==> src/trace_bus_control_pkg.sv <==
package trace_ctl_pkg;
    // register map
    localparam logic [11:0] CTL_OFFSET     = 12'h110;
    // field positions inside trace_bus_control
    localparam int unsigned POS_PRIV       = 0;
    localparam int unsigned POS_NS         = 1;
    localparam int unsigned POS_ATTR_LO    = 2;
    localparam int unsigned POS_ORG        = 7;
    localparam int unsigned POS_ATTR_HI    = 16;
    // reset values
    localparam logic [7:0]  ATTR_RESET     = 8'h00;
    localparam logic        ORG_RESET      = 1'b0;
    localparam logic        PRIV_RESET     = 1'b0;
    // bus families for the single-code encoding
    typedef enum logic [1:0] {
        BUS_AXI3     = 2'h0,
        BUS_AXI4     = 2'h1,
        BUS_COHERENT = 2'h2
    } bus_kind_t;
    // attribute format capability values
    localparam logic [1:0]  FMT_SINGLE_SCAT = 2'h0;
    localparam logic        FMT_SPLIT_BIT   = 1'b1;
    // security implementation kinds
    typedef enum logic [2:0] {
        SEC_BOTH_RW     = 3'h0,
        SEC_BOTH_NS     = 3'h1,
        SEC_BOTH_S      = 3'h2,
        SEC_S_ONLY_RO   = 3'h3,
        SEC_S_ONLY_RW   = 3'h4,
        SEC_NS_ONLY_RO  = 3'h5,
        SEC_NS_ONLY_RW  = 3'h6
    } sec_kind_t;
    // issue state machine, one-hot
    typedef enum logic [2:0] {
        ST_IDLE   = 3'b001,
        ST_ACTIVE = 3'b010,
        ST_REFUSE = 3'b100
    } issue_state_t;
    // device-kind inner codes when outer nibble is zero, and the non-cacheable outer code
    localparam logic [3:0]  DEV_NGNRNE = 4'h0;
    localparam logic [3:0]  DEV_NGNRE  = 4'h4;
    localparam logic [3:0]  DEV_NGRE   = 4'h8;
    localparam logic [3:0]  DEV_GRE    = 4'hc;
    localparam logic [3:0]  SPLIT_NC   = 4'h4;
    // cache codes driven for the split encoding
    localparam logic [3:0]  CACHE_DEV  = 4'h0;
    localparam logic [3:0]  CACHE_DEVB = 4'h1;
    localparam logic [3:0]  CACHE_NC   = 4'h3;
    localparam logic [3:0]  CACHE_WT   = 4'he;
    localparam logic [3:0]  CACHE_WB   = 4'hf;
endpackage : trace_ctl_pkg

==> src/attr_legalise.sv <==
`timescale 1ns/1ps
module attr_legalise
    import trace_ctl_pkg::*;
#(
    parameter trace_ctl_pkg::bus_kind_t BUS_KIND = trace_ctl_pkg::BUS_AXI4,
    parameter bit SPLIT      = 1'b0,  // split outer/inner format
    parameter bit EXT_SET    = 1'b0,  // extended single-code set
    parameter bit INNER_SUP  = 1'b1   // separate inner attributes
) (
    input  wire logic [7:0] code_i,   // code as written
    output logic      [7:0] code_o    // supported code
);
    logic ok;
    // legality per encoding family
    always_comb begin
        ok = 1'b0;
        if (SPLIT) begin
            if (code_i[7:4] == 4'h0) begin
                ok = (code_i[3:0] == DEV_NGNRNE) || (code_i[3:0] == DEV_NGNRE) ||
                     (code_i[3:0] == DEV_NGRE) || (code_i[3:0] == DEV_GRE);
            end else if (INNER_SUP) begin
                ok = (code_i[3:0] != 4'h0);
            end else begin
                ok = (code_i[3:0] == 4'h0);
            end
        end else if (BUS_KIND == BUS_COHERENT) begin
            ok = (code_i == 8'h00);
        end else if (BUS_KIND == BUS_AXI3) begin
            unique case (code_i)
                8'h00, 8'h01, 8'h02, 8'h03, 8'h06,
                8'h07, 8'h0a, 8'h0b, 8'h0e, 8'h0f: ok = 1'b1;
                default: ok = 1'b0;
            endcase
        end else if (EXT_SET) begin
            unique case (code_i)
                8'h00, 8'h11, 8'h22, 8'h33, 8'ha6, 8'hae,
                8'hb7, 8'hbf, 8'he6, 8'hee, 8'hf7, 8'hff: ok = 1'b1;
                default: ok = 1'b0;
            endcase
        end else begin
            unique case (code_i)
                8'h00, 8'h01, 8'h02, 8'h03,
                8'h06, 8'h07, 8'h0e, 8'h0f: ok = 1'b1;
                default: ok = 1'b0;
            endcase
        end
    end
    // unsupported codes fall back to the strongest ordering type
    assign code_o = ok ? code_i : ATTR_RESET;
endmodule : attr_legalise

==> src/sec_policy.sv <==
`timescale 1ns/1ps
module sec_policy
    import trace_ctl_pkg::*;
#(
    parameter trace_ctl_pkg::sec_kind_t SEC_KIND = trace_ctl_pkg::SEC_BOTH_RW
) (
    input  wire logic ns_stored_i,  // stored select bit
    output logic      ns_read_o,    // value software reads
    output logic      ns_bus_o,     // value driven on the bus
    output logic      refuse_o      // access must be skipped
);
    // fixed kinds ignore the store, rw kinds flag the missing space
    always_comb begin
        ns_read_o = ns_stored_i;
        refuse_o  = 1'b0;
        unique case (SEC_KIND)
            SEC_BOTH_NS, SEC_NS_ONLY_RO: ns_read_o = 1'b1;
            SEC_BOTH_S, SEC_S_ONLY_RO:   ns_read_o = 1'b0;
            SEC_S_ONLY_RW:  refuse_o = ns_stored_i;
            SEC_NS_ONLY_RW: refuse_o = !ns_stored_i;
            default:        refuse_o = 1'b0;
        endcase
        ns_bus_o = ns_read_o;
    end
endmodule : sec_policy

==> src/trace_bus_control.sv <==
// Contract
// - bit 7 selects contiguous or linked-list buffer
// - select ignored while capture is disabled
// - bit 7 only with scatter; bit 6 zero
// - attribute is bits 19:16 and 5:2
// - format capability picks the attribute encoding
// - table reads share attributes in format 00; the code shares in format 00 only with scatter and always in split format, else table reads use CACHE_DEV
// - AXI3 accepts ten listed attribute codes
// - basic AXI4 accepts eight listed codes
// - extended AXI4 set splits allocate hints
// - coherent system accepts only code zero
// - unsupported code acts as compatible type
// - attribute field resets to zero
// - split upper nibble gives outer type
// - inner codes mirror outer meanings
// - outer zero makes inner the device kind
// - bit 1 zero secure, one non-secure
// - security bit fixed one, zero or writable
// - secure-only system flags set security bit
// - non-secure-only system flags cleared bit
// - single code drives bus cache signals directly
// - bit 0 privilege, reads one if absent
`timescale 1ns/1ps
module trace_bus_control
    import trace_ctl_pkg::*;
#(
    parameter bit                       NO_SCATTER = 1'b0,
    parameter logic [1:0]               ATTR_FMT   = 2'h0,
    parameter bit                       ATTR_IMPL  = 1'b1,
    parameter trace_ctl_pkg::bus_kind_t BUS_KIND   = trace_ctl_pkg::BUS_AXI4,
    parameter bit                       HAS_SWFIFO = 1'b0,
    parameter bit                       INNER_SUP  = 1'b1,
    parameter trace_ctl_pkg::sec_kind_t SEC_KIND   = trace_ctl_pkg::SEC_BOTH_RW,
    parameter bit                       PRIV_SUP   = 1'b1
) (
    input  wire logic        clk_i,          // component clock
    input  wire logic        arst_n_i,       // async reset, low
    input  wire logic        reg_sel_i,      // register access strobe
    input  wire logic        reg_write_i,    // 1 write, 0 read
    input  wire logic [11:0] reg_addr_i,     // byte offset
    input  wire logic [31:0] reg_wdata_i,    // write data
    output logic      [31:0] reg_rdata_o,    // read data, registered
    output logic             reg_ready_o,    // access complete
    input  wire logic        capture_en_i,   // trace capture enabled
    input  wire logic        issue_valid_i,  // engine wants a transfer
    input  wire logic        issue_table_i,  // transfer is a table read
    output logic             issue_ready_o,  // transfer accepted
    input  wire logic        done_i,         // transfer completed
    output logic             bus_valid_o,    // attributes in use
    output logic      [3:0]  arcache_o,      // read cache attributes
    output logic      [3:0]  awcache_o,      // write cache attributes
    output logic      [2:0]  prot_o,         // protection attributes
    output logic      [3:0]  outer_attr_o,   // split outer type
    output logic      [3:0]  inner_attr_o,   // split inner type
    output logic             linked_list_o,  // linked-list mode in effect
    output logic             mem_error_o     // one-cycle memory error
);
    localparam bit SPLIT    = ATTR_IMPL && ATTR_FMT[1];
    localparam bit EXT_SET  = HAS_SWFIFO || !NO_SCATTER;
    localparam bit SHARE_TB = ATTR_IMPL && (ATTR_FMT == FMT_SINGLE_SCAT) && !NO_SCATTER;

    // elaboration checks
    if (ATTR_FMT[1] && BUS_KIND != BUS_AXI4) begin : g_chk
        $error("split format is served only with the AXI4 default kind");
    end

    typedef struct packed {
        issue_state_t st;
        logic         org;
        logic [7:0]   attr;
        logic         ns;
        logic         priv;
        logic [31:0]  rdata;
        logic         ready;
        logic         err;
        logic         ll;
        logic [3:0]   arc;
        logic [3:0]   awc;
        logic [2:0]   prot;
        logic [3:0]   outer;
        logic [3:0]   inner;
    } state_t;

    state_t s_q;
    state_t s_d;

    logic [7:0]  wr_attr;
    logic [7:0]  legal_attr;
    logic        ns_read;
    logic        ns_bus;
    logic        refuse;
    logic        hit;
    logic        priv_read;
    logic [31:0] rd_word;
    logic [3:0]  split_cache;
    logic [3:0]  cur_arc;
    logic [3:0]  cur_awc;

    // write data assembled into the eight-bit attribute
    assign wr_attr = {reg_wdata_i[POS_ATTR_HI +: 4], reg_wdata_i[POS_ATTR_LO +: 4]};

    attr_legalise #(
        .BUS_KIND  (BUS_KIND),
        .SPLIT     (SPLIT),
        .EXT_SET   (EXT_SET),
        .INNER_SUP (INNER_SUP)
    ) u_legal (
        .code_i (wr_attr),
        .code_o (legal_attr)
    );

    sec_policy #(
        .SEC_KIND (SEC_KIND)
    ) u_sec (
        .ns_stored_i (s_q.ns),
        .ns_read_o   (ns_read),
        .ns_bus_o    (ns_bus),
        .refuse_o    (refuse)
    );

    assign hit       = (reg_addr_i == CTL_OFFSET);
    assign priv_read = PRIV_SUP ? s_q.priv : 1'b1;

    // read image; reserved bits and absent attribute and select fields read zero
    always_comb begin
        rd_word = 32'h0000_0000;
        rd_word[POS_PRIV] = priv_read;
        rd_word[POS_NS]   = ns_read;
        if (ATTR_IMPL) begin
            rd_word[POS_ATTR_LO +: 4] = s_q.attr[3:0];
            rd_word[POS_ATTR_HI +: 4] = s_q.attr[7:4];
        end
        if (!NO_SCATTER) begin
            rd_word[POS_ORG] = s_q.org;
        end
    end

    // outer/inner pair reduced to one cache code; coarse but ordered
    always_comb begin
        if (s_q.attr[7:4] == 4'h0) begin
            split_cache = (s_q.attr[3:0] == DEV_NGNRNE) ? CACHE_DEV : CACHE_DEVB;
        end else if (s_q.attr[7:4] == SPLIT_NC) begin
            split_cache = CACHE_NC;
        end else if (s_q.attr[6]) begin
            split_cache = CACHE_WB;
        end else begin
            split_cache = CACHE_WT;
        end
    end

    // cache codes for a data write or a table read
    always_comb begin
        if (SPLIT) begin
            cur_arc = split_cache;
            cur_awc = split_cache;
        end else begin
            cur_awc = s_q.attr[3:0];
            cur_arc = (s_q.attr[7:4] != 4'h0) ? s_q.attr[7:4] : s_q.attr[3:0];
        end
        if (issue_table_i && !SHARE_TB && !SPLIT) begin
            cur_arc = CACHE_DEV;
        end
    end

    assign issue_ready_o = (s_q.st == ST_IDLE);

    // next state
    always_comb begin
        s_d       = s_q;
        s_d.ready = 1'b0;
        s_d.err   = 1'b0;
        // register access, one-cycle answer
        if (reg_sel_i) begin
            s_d.ready = 1'b1;
            s_d.rdata = (hit && !reg_write_i) ? rd_word : 32'h0000_0000;
            if (hit && reg_write_i) begin
                if (!NO_SCATTER) begin
                    s_d.org = reg_wdata_i[POS_ORG];
                end
                if (ATTR_IMPL) begin
                    s_d.attr = legal_attr;
                end
                s_d.ns   = reg_wdata_i[POS_NS];
                s_d.priv = PRIV_SUP ? reg_wdata_i[POS_PRIV] : 1'b1;
            end
        end
        // organisation only matters while capturing
        s_d.ll = capture_en_i && s_q.org;
        unique case (s_q.st)
            ST_IDLE: begin
                if (issue_valid_i) begin
                    if (refuse) begin
                        s_d.st  = ST_REFUSE;
                        s_d.err = 1'b1;
                    end else begin
                        s_d.st    = ST_ACTIVE;
                        s_d.arc   = cur_arc;
                        s_d.awc   = cur_awc;
                        s_d.prot  = {1'b0, ns_bus, priv_read};
                        s_d.outer = SPLIT ? s_q.attr[7:4] : 4'h0;
                        s_d.inner = SPLIT ? s_q.attr[3:0] : 4'h0;
                    end
                end
            end
            ST_ACTIVE: begin
                if (done_i) begin
                    s_d.st = ST_IDLE;
                end
            end
            ST_REFUSE: begin
                s_d.st = ST_IDLE;
            end
            default: begin
                s_d.st = ST_IDLE;
            end
        endcase
    end

    // single state register
    always_ff @(posedge clk_i or negedge arst_n_i) begin
        if (!arst_n_i) begin
            s_q       <= '0;
            s_q.st    <= ST_IDLE;
            s_q.org   <= ORG_RESET;
            s_q.attr  <= ATTR_RESET;
            s_q.priv  <= PRIV_SUP ? PRIV_RESET : 1'b1;
        end else begin
            s_q <= s_d;
        end
    end

    assign reg_rdata_o   = s_q.rdata;
    assign reg_ready_o   = s_q.ready;
    assign bus_valid_o   = (s_q.st == ST_ACTIVE);
    assign arcache_o     = s_q.arc;
    assign awcache_o     = s_q.awc;
    assign prot_o        = s_q.prot;
    assign outer_attr_o  = s_q.outer;
    assign inner_attr_o  = s_q.inner;
    assign linked_list_o = s_q.ll;
    assign mem_error_o   = s_q.err;

    // attributes frozen for the whole transfer
    AST_HOLD: assert property (@(posedge clk_i) disable iff (!arst_n_i)
        (bus_valid_o && !done_i) |=> ($stable(awcache_o) && $stable(arcache_o) && $stable(prot_o)))
        else $error("attributes changed during a transfer");

    // linked-list mode off from the cycle after capture is off
    AST_ORG_GATE: assert property (@(posedge clk_i) disable iff (!arst_n_i)
        !capture_en_i |=> !linked_list_o)
        else $error("linked-list mode while capture disabled");

    // bit 6 and, without scatter, bit 7 read zero
    AST_RES_BITS: assert property (@(posedge clk_i) disable iff (!arst_n_i)
        reg_ready_o |-> (!reg_rdata_o[6] && !(NO_SCATTER && reg_rdata_o[POS_ORG])))
        else $error("reserved bit reads one");

    // written organisation bit readable on a following read
    AST_ORG_RW: assert property (@(posedge clk_i) disable iff (!arst_n_i)
        (reg_sel_i && reg_write_i && hit && !NO_SCATTER) |=> (s_q.org == $past(reg_wdata_i[POS_ORG])))
        else $error("organisation bit not stored");

    // refused transfer gives a single error pulse and no bus activity
    AST_REFUSE: assert property (@(posedge clk_i) disable iff (!arst_n_i)
        mem_error_o |-> (!bus_valid_o ##1 (!mem_error_o && issue_ready_o)))
        else $error("memory error not a clean single pulse");

    // security bit on the bus matches the fixed both-space kinds
    AST_NS_FIXED: assert property (@(posedge clk_i) disable iff (!arst_n_i)
        bus_valid_o |-> ((SEC_KIND == SEC_BOTH_NS) ? prot_o[1] :
                         (SEC_KIND == SEC_BOTH_S) ? !prot_o[1] : 1'b1))
        else $error("fixed security attribute violated");

    // without privilege control the bit reads one
    AST_PRIV: assert property (@(posedge clk_i) disable iff (!arst_n_i)
        (reg_ready_o && !PRIV_SUP && $past(hit) && !$past(reg_write_i)) |-> reg_rdata_o[POS_PRIV])
        else $error("privilege bit must read one");

    // coherent system stores only code zero
    AST_COHERENT: assert property (@(posedge clk_i) disable iff (!arst_n_i)
        (BUS_KIND == BUS_COHERENT && !SPLIT) |-> (s_q.attr == 8'h00))
        else $error("non-zero code in coherent system");

    // an accepted issue starts the transfer on the next edge
    AST_ISSUE: assert property (@(posedge clk_i) disable iff (!arst_n_i)
        (issue_ready_o && issue_valid_i && !refuse) |=> (bus_valid_o && (prot_o[1] == $past(ns_bus))))
        else $error("transfer did not start with current attributes");

    // register answer exactly one cycle after the strobe
    AST_ANSWER: assert property (@(posedge clk_i) disable iff (!arst_n_i)
        reg_sel_i |=> reg_ready_o)
        else $error("register access not answered");

    // writes and unmapped reads carry zero data
    AST_RD_ZERO: assert property (@(posedge clk_i) disable iff (!arst_n_i)
        (reg_sel_i && !(hit && !reg_write_i)) |=> (reg_rdata_o == 32'h0000_0000))
        else $error("write or unmapped read returned data");

    // ready is a pulse, never raised without a strobe
    AST_RDY_PULSE: assert property (@(posedge clk_i) disable iff (!arst_n_i)
        !reg_sel_i |=> !reg_ready_o)
        else $error("ready without a register access");

    // first edge after release still shows the reset attribute
    AST_RST_ATTR: assert property (@(posedge clk_i) disable iff (!arst_n_i)
        $rose(arst_n_i) |-> (s_q.attr == ATTR_RESET))
        else $error("attribute not cleared by reset");

    // done closes the transfer and frees the issue port
    AST_DONE_END: assert property (@(posedge clk_i) disable iff (!arst_n_i)
        (bus_valid_o && done_i) |=> (!bus_valid_o && issue_ready_o))
        else $error("transfer did not end on done");

    // a refused request raises the error and never reaches the bus
    AST_REF_START: assert property (@(posedge clk_i) disable iff (!arst_n_i)
        (issue_ready_o && issue_valid_i && refuse) |=> (mem_error_o && !bus_valid_o))
        else $error("refused request reached the bus");

    // no transfer ever targets the missing security space
    AST_SPACE: assert property (@(posedge clk_i) disable iff (!arst_n_i)
        bus_valid_o |-> !((SEC_KIND == SEC_S_ONLY_RW && prot_o[1]) ||
                          (SEC_KIND == SEC_NS_ONLY_RW && !prot_o[1])))
        else $error("transfer aimed at the missing space");

    // single-code builds leave the split outputs at zero
    AST_NIBBLES: assert property (@(posedge clk_i) disable iff (!arst_n_i)
        (bus_valid_o && !SPLIT) |-> (outer_attr_o == 4'h0 && inner_attr_o == 4'h0))
        else $error("split attributes in single-code format");

    // unused bits 31:20 and 15:8 of the read image stay zero
    AST_RES_HIGH: assert property (@(posedge clk_i) disable iff (!arst_n_i)
        reg_ready_o |-> (reg_rdata_o[31:20] == 12'h000 && reg_rdata_o[15:8] == 8'h00))
        else $error("unused read bits not zero");

    // linked-list output follows the stored select while capturing
    AST_LL_FOLLOW: assert property (@(posedge clk_i) disable iff (!arst_n_i)
        capture_en_i |=> (linked_list_o == $past(s_q.org)))
        else $error("linked-list mode does not follow select");

    // a write keeps the legalised code, not the raw one
    AST_ATTR_STORE: assert property (@(posedge clk_i) disable iff (!arst_n_i)
        (reg_sel_i && reg_write_i && hit && ATTR_IMPL) |=> (s_q.attr == $past(legal_attr)))
        else $error("attribute not stored as legalised code");
endmodule : trace_bus_control

==> config.mk <==
export PLATFORM = sky130hd
export DESIGN_NAME = trace_bus_control
export DESIGN_NICKNAME = d
export VERILOG_FILES = /design/src/trace_bus_control_pkg.sv /design/src/attr_legalise.sv /design/src/sec_policy.sv /design/src/trace_bus_control.sv
export SDC_FILE = /design/constraint.sdc
export NUM_CORES = 1
export LEC_CHECK = 0
export ABC_AREA = 1
export BUFFER_PORTS_ARGS = -buffer_cell sky130_fd_sc_hd__buf_2
export CAP_MARGIN = 30
export CELL_PAD_IN_SITES_DETAIL_PLACEMENT = 1
export CELL_PAD_IN_SITES_GLOBAL_PLACEMENT = 1
export CORE_MARGIN = 3
export CORE_UTILIZATION = 25
export DETAILED_ROUTE_END_ITERATION = 8
export GPL_TIMING_DRIVEN = 0
export PLACE_DENSITY = 0.68
export RECOVER_POWER = 50
export SLEW_MARGIN = 20
export SYNTH_ARGS = -nofsm -noshare
export SYNTH_HDL_FRONTEND = slang
export SYNTH_SLANG_ARGS = --single-unit
==> constraint.sdc <==
create_clock -name clk_i -period 1.4 [get_ports clk_i]
set_input_delay 0.28 -clock clk_i [delete_from_list [all_inputs] [get_ports clk_i]]
set_output_delay 0.28 -clock clk_i [all_outputs]
set_load 0.01 [all_outputs]
==> impl_metrics.csv <==
group,metric,value,unit
run_status,outcome,"complete, no violations",
clocking,numCtsBuffers,5,
clocking,cts.sinks,36,
run,maxCapViolCount,0,
clocking,cts-htree-levels,2,
power,p_total,2.30,mW
yosys,yosysTopAreaCellShare,43.6,%
worst_setup_path,cp_max_fo,2,
yosys,synth.distinct_cells,22,
power,clkPwrFrac,33.2,%
routing,dr.pass1.iters,4,
power,pwr-share-seq,48.3,%
yosys,yosysMostFrequentCell,"nand2_1",
global_routing,grt_pass1_wl,7370,um
worst_setup_path,required,1.12,ns
power,internal_power,1.68,mW
floorplanning,fp.dieH,95.7,um
final_layout,antennaDiodeCount,0,
placement,dp_hpwl,3770,um
final_layout,drive_above_1_share,40.3,%
sta,drv_slew,0,
yosys,ys.flop_type,"dfrtp_1",
floorplanning,core_region_area,0.00777,mm2
clocking,clk_pin_slew,0.07,ns
yosys,synthCells,232,
final_layout,fin_nets,376,
worst_setup_path,r2r_start,"s_q[65]$_DFFE_PN1P_",
global_routing,grt_max_degree,37,
floorplanning,num_io_pins,108,
power,peakVddDrop,0.000275,V
sta,clock_skew,0.00626,ns
global_routing,grt_pass1_vias,1554,
global_routing,grt_use_total,10.5,%
final_layout,area_growth,28.3,%
yosys,syn_area_per_cell,8.67,um2
yosys,synth_edf_count,0,
clocking,cts_root_buf,"clkbuf_8",
floorplanning,fp-row-count,32,
yosys,synth_seq_cells,36,
sta,setup_viol,0,
clocking,clockBufferDepth,2,
routing,vias_per_cell,3.78,
worst_setup_path,crit_type,"flip-flop to output pin",
placement,portBuffers,54,
power,power_density,893,mW/mm2
worst_hold_path,hold_class,"primary input to asynchronous set/reset pin",
worst_setup_path,startpoint_type,"flip-flop",
routing,vias,1615,
routing,postRouteAntennaNets,0,
power,switchingPower,0.620,mW
sta,hold_violations,0,
worst_setup_path,reg2reg_to,"arcache_o[3]$_DFFE_PN0P_",
clocking,clk_latency,0.29,ns
routing,initialDrtViolationCount,38,
yosys,syn-cell-area,0.00201,mm2
routing,wirelength,4730,um
worst_setup_path,worstRegToRegCells,6,
worst_setup_path,cp-endpoint,"issue_ready_o",
worst_setup_path,startpoint,"s_q[65]$_DFFE_PN1P_",
global_routing,gr-total-overflow,0,
power,power.static_leakage,1.56,nW
routing,route.detailed.drc,0,
floorplanning,die_w,95.7,um
sta,worst_pin_slew,0.930,ns
yosys,synthTopCellsByArea,"dfrtp_1, buf_4, nand2_1, nand3_2, nand3_1",
worst_setup_path,rrSetupSlack,0.11,ns
final_layout,fillers,989,
sta,period_share,96.7,%
placement,place_congestion,0.731,
worst_setup_path,cp.arrival,1.07,ns
routing,wl_per_cell,11.1,um
floorplanning,start_util,25.9,%
sta,maxClockFrequency,738,MHz
yosys,synth_area_leader_cell,"dfrtp_1",
sta,period_needed,1.35,ns
yosys,async_flop_share,100,%
clocking,postCtsHoldBufs,0,
yosys,ys_seq_area_share,44.9,%
sta,rsz0062_at_grt,"true",
sta,hold_slack,0.124,ns
yosys,synth_warnings,0,
global_routing,antenna_found_initial,1,
clocking,cts_tree,"yes",
sta,relSlewSlack,38.0,%
power,comb_power_share,18.4,%
floorplanning,design.die.area,0.00915,mm2
worst_setup_path,endpoint_kind,"output pin",
power,switching_share,27.0,%
yosys,synth_commonest_cells,"nand2_1, buf_4, dfrtp_1",
timing repair:
| item | in CTS | in global routing |
|---|---|---|
| gates resized for setup | 0 | 2 |
| gates cloned | 0 | 0 |
| setup endpoints to repair | 1 | 9 |
| buffers inserted | 0 | 1 |
layer usage:
layer	wire length [um]	global-route usage (%)
met3	361	3.16
met1	1950	12.5
met5	20	0
met4	71	3.55
met2	2330	18.0
flip-flops by register name, summed over array words and instances (netlist names):
signal / flops
reg_rdata_o: 11
rd_word: 5
arcache_o: 4
awcache_o: 4
cur_awc: 4
s_q: 3
prot_o: 2
linked_list_o: 1
priv_read: 1
reg_ready_o: 1
critical path, stage by stage (launching register included):
cell,delay [ns]
dfstp_2,0.54
inv_2,0.03
nor2_2,0.08
buf_2,0.13
final cells by class:
cell class	instances	area [um2]	share of cell area [%]
timing repair buffer	55	277	10.7
sequential	36	902	35.0
tap	102	128	4.95
buffer	57	420	16.3
multi-input combinational	156	713	27.7
clock buffer	8	90.1	3.49
inverter	13	48.8	1.89
cells by family after synthesis:
logic type             after synthesis  share of synthesized area [%]
AND/OR/NAND/NOR                    116                           28.4
buffers and inverters               70                           23.6
flip-flops                          36                           44.9
AO/OA/AOI/OAI                        8                           2.49
XOR/XNOR                             1                          0.436
other                                1                          0.187
through the flow:
| stage | utilization (%) | cell area, um2 | setup slack, ns | std cells | setup TNS (ns) |
|---|---|---|---|---|---|
| after floorplan | - | 2120 | 0.0619 | 262 | 0 |
| after global placement | 32.5 | 2520 | 0.0866 | 418 | 0 |
| after detailed placement | 32.5 | 2520 | 0.0538 | 418 | 0 |
| after CTS | 33.6 | 2610 | -0.00473 | 426 | -0.00473 |
| after global routing | 33.2 | 2580 | -0.0147 | 427 | -0.0572 |
| final | 33.2 | 2580 | 0.0459 | 427 | 0 |
worst min path at each step:
stage                     depth (start not counted)                        to
after floorplan                                   0  arcache_o[0]$_DFFE_PN0P_
after global routing                              1   rd_word[16]$_DFFE_PN0P_
after CTS                                         1  awcache_o[3]$_DFFE_PN0P_
final                                             1       s_q[66]$_DFFE_PN0P_
after global placement                            1       s_q[66]$_DFFE_PN0P_
after detailed placement                          1       s_q[66]$_DFFE_PN0P_
placed cells by master (no fill, tap or decap):
cell / synthesis / final
nand2_1: 79 / 79
buf_2: 2 / 54
buf_4: 52 / 53
dfrtp_1: 35 / 35
conb_1: 1 / 31
nand3_1: 10 / 14
inv_1: 12 / 11
nor2_1: 9 / 10
nand3_2: 10 / 6
clkbuf_8: 0 / 6
o211ai_1: 4 / 4
clkbuf_1: 1 / 4
o21ai_1: 3 / 3
inv_2: 1 / 2
nor2_4: 4 / 2
clkbuf_2: 0 / 2
nor2_2: 0 / 1
nor3_4: 1 / 1
nand4_2: 1 / 1
nand2_4: 1 / 1
buf_6: 2 / 1
nor3_1: 1 / 1
xnor2_1: 1 / 1
o21ai_0: 1 / 1
dfstp_2: 1 / 1
power by group through the flow:
stage | registers [mW] | logic, mW | clock network, mW
final | 1.11 | 0.425 | 0.765
after global routing | 1.12 | 0.477 | 0.843
after CTS | 1.11 | 0.421 | 0.797
after detailed placement | 1.13 | 0.422 | 0
after global placement | 1.13 | 0.408 | 0
after floorplan | 1.12 | 0.273 | 0
No activity file was read; power rests on OpenSTA's default activity.
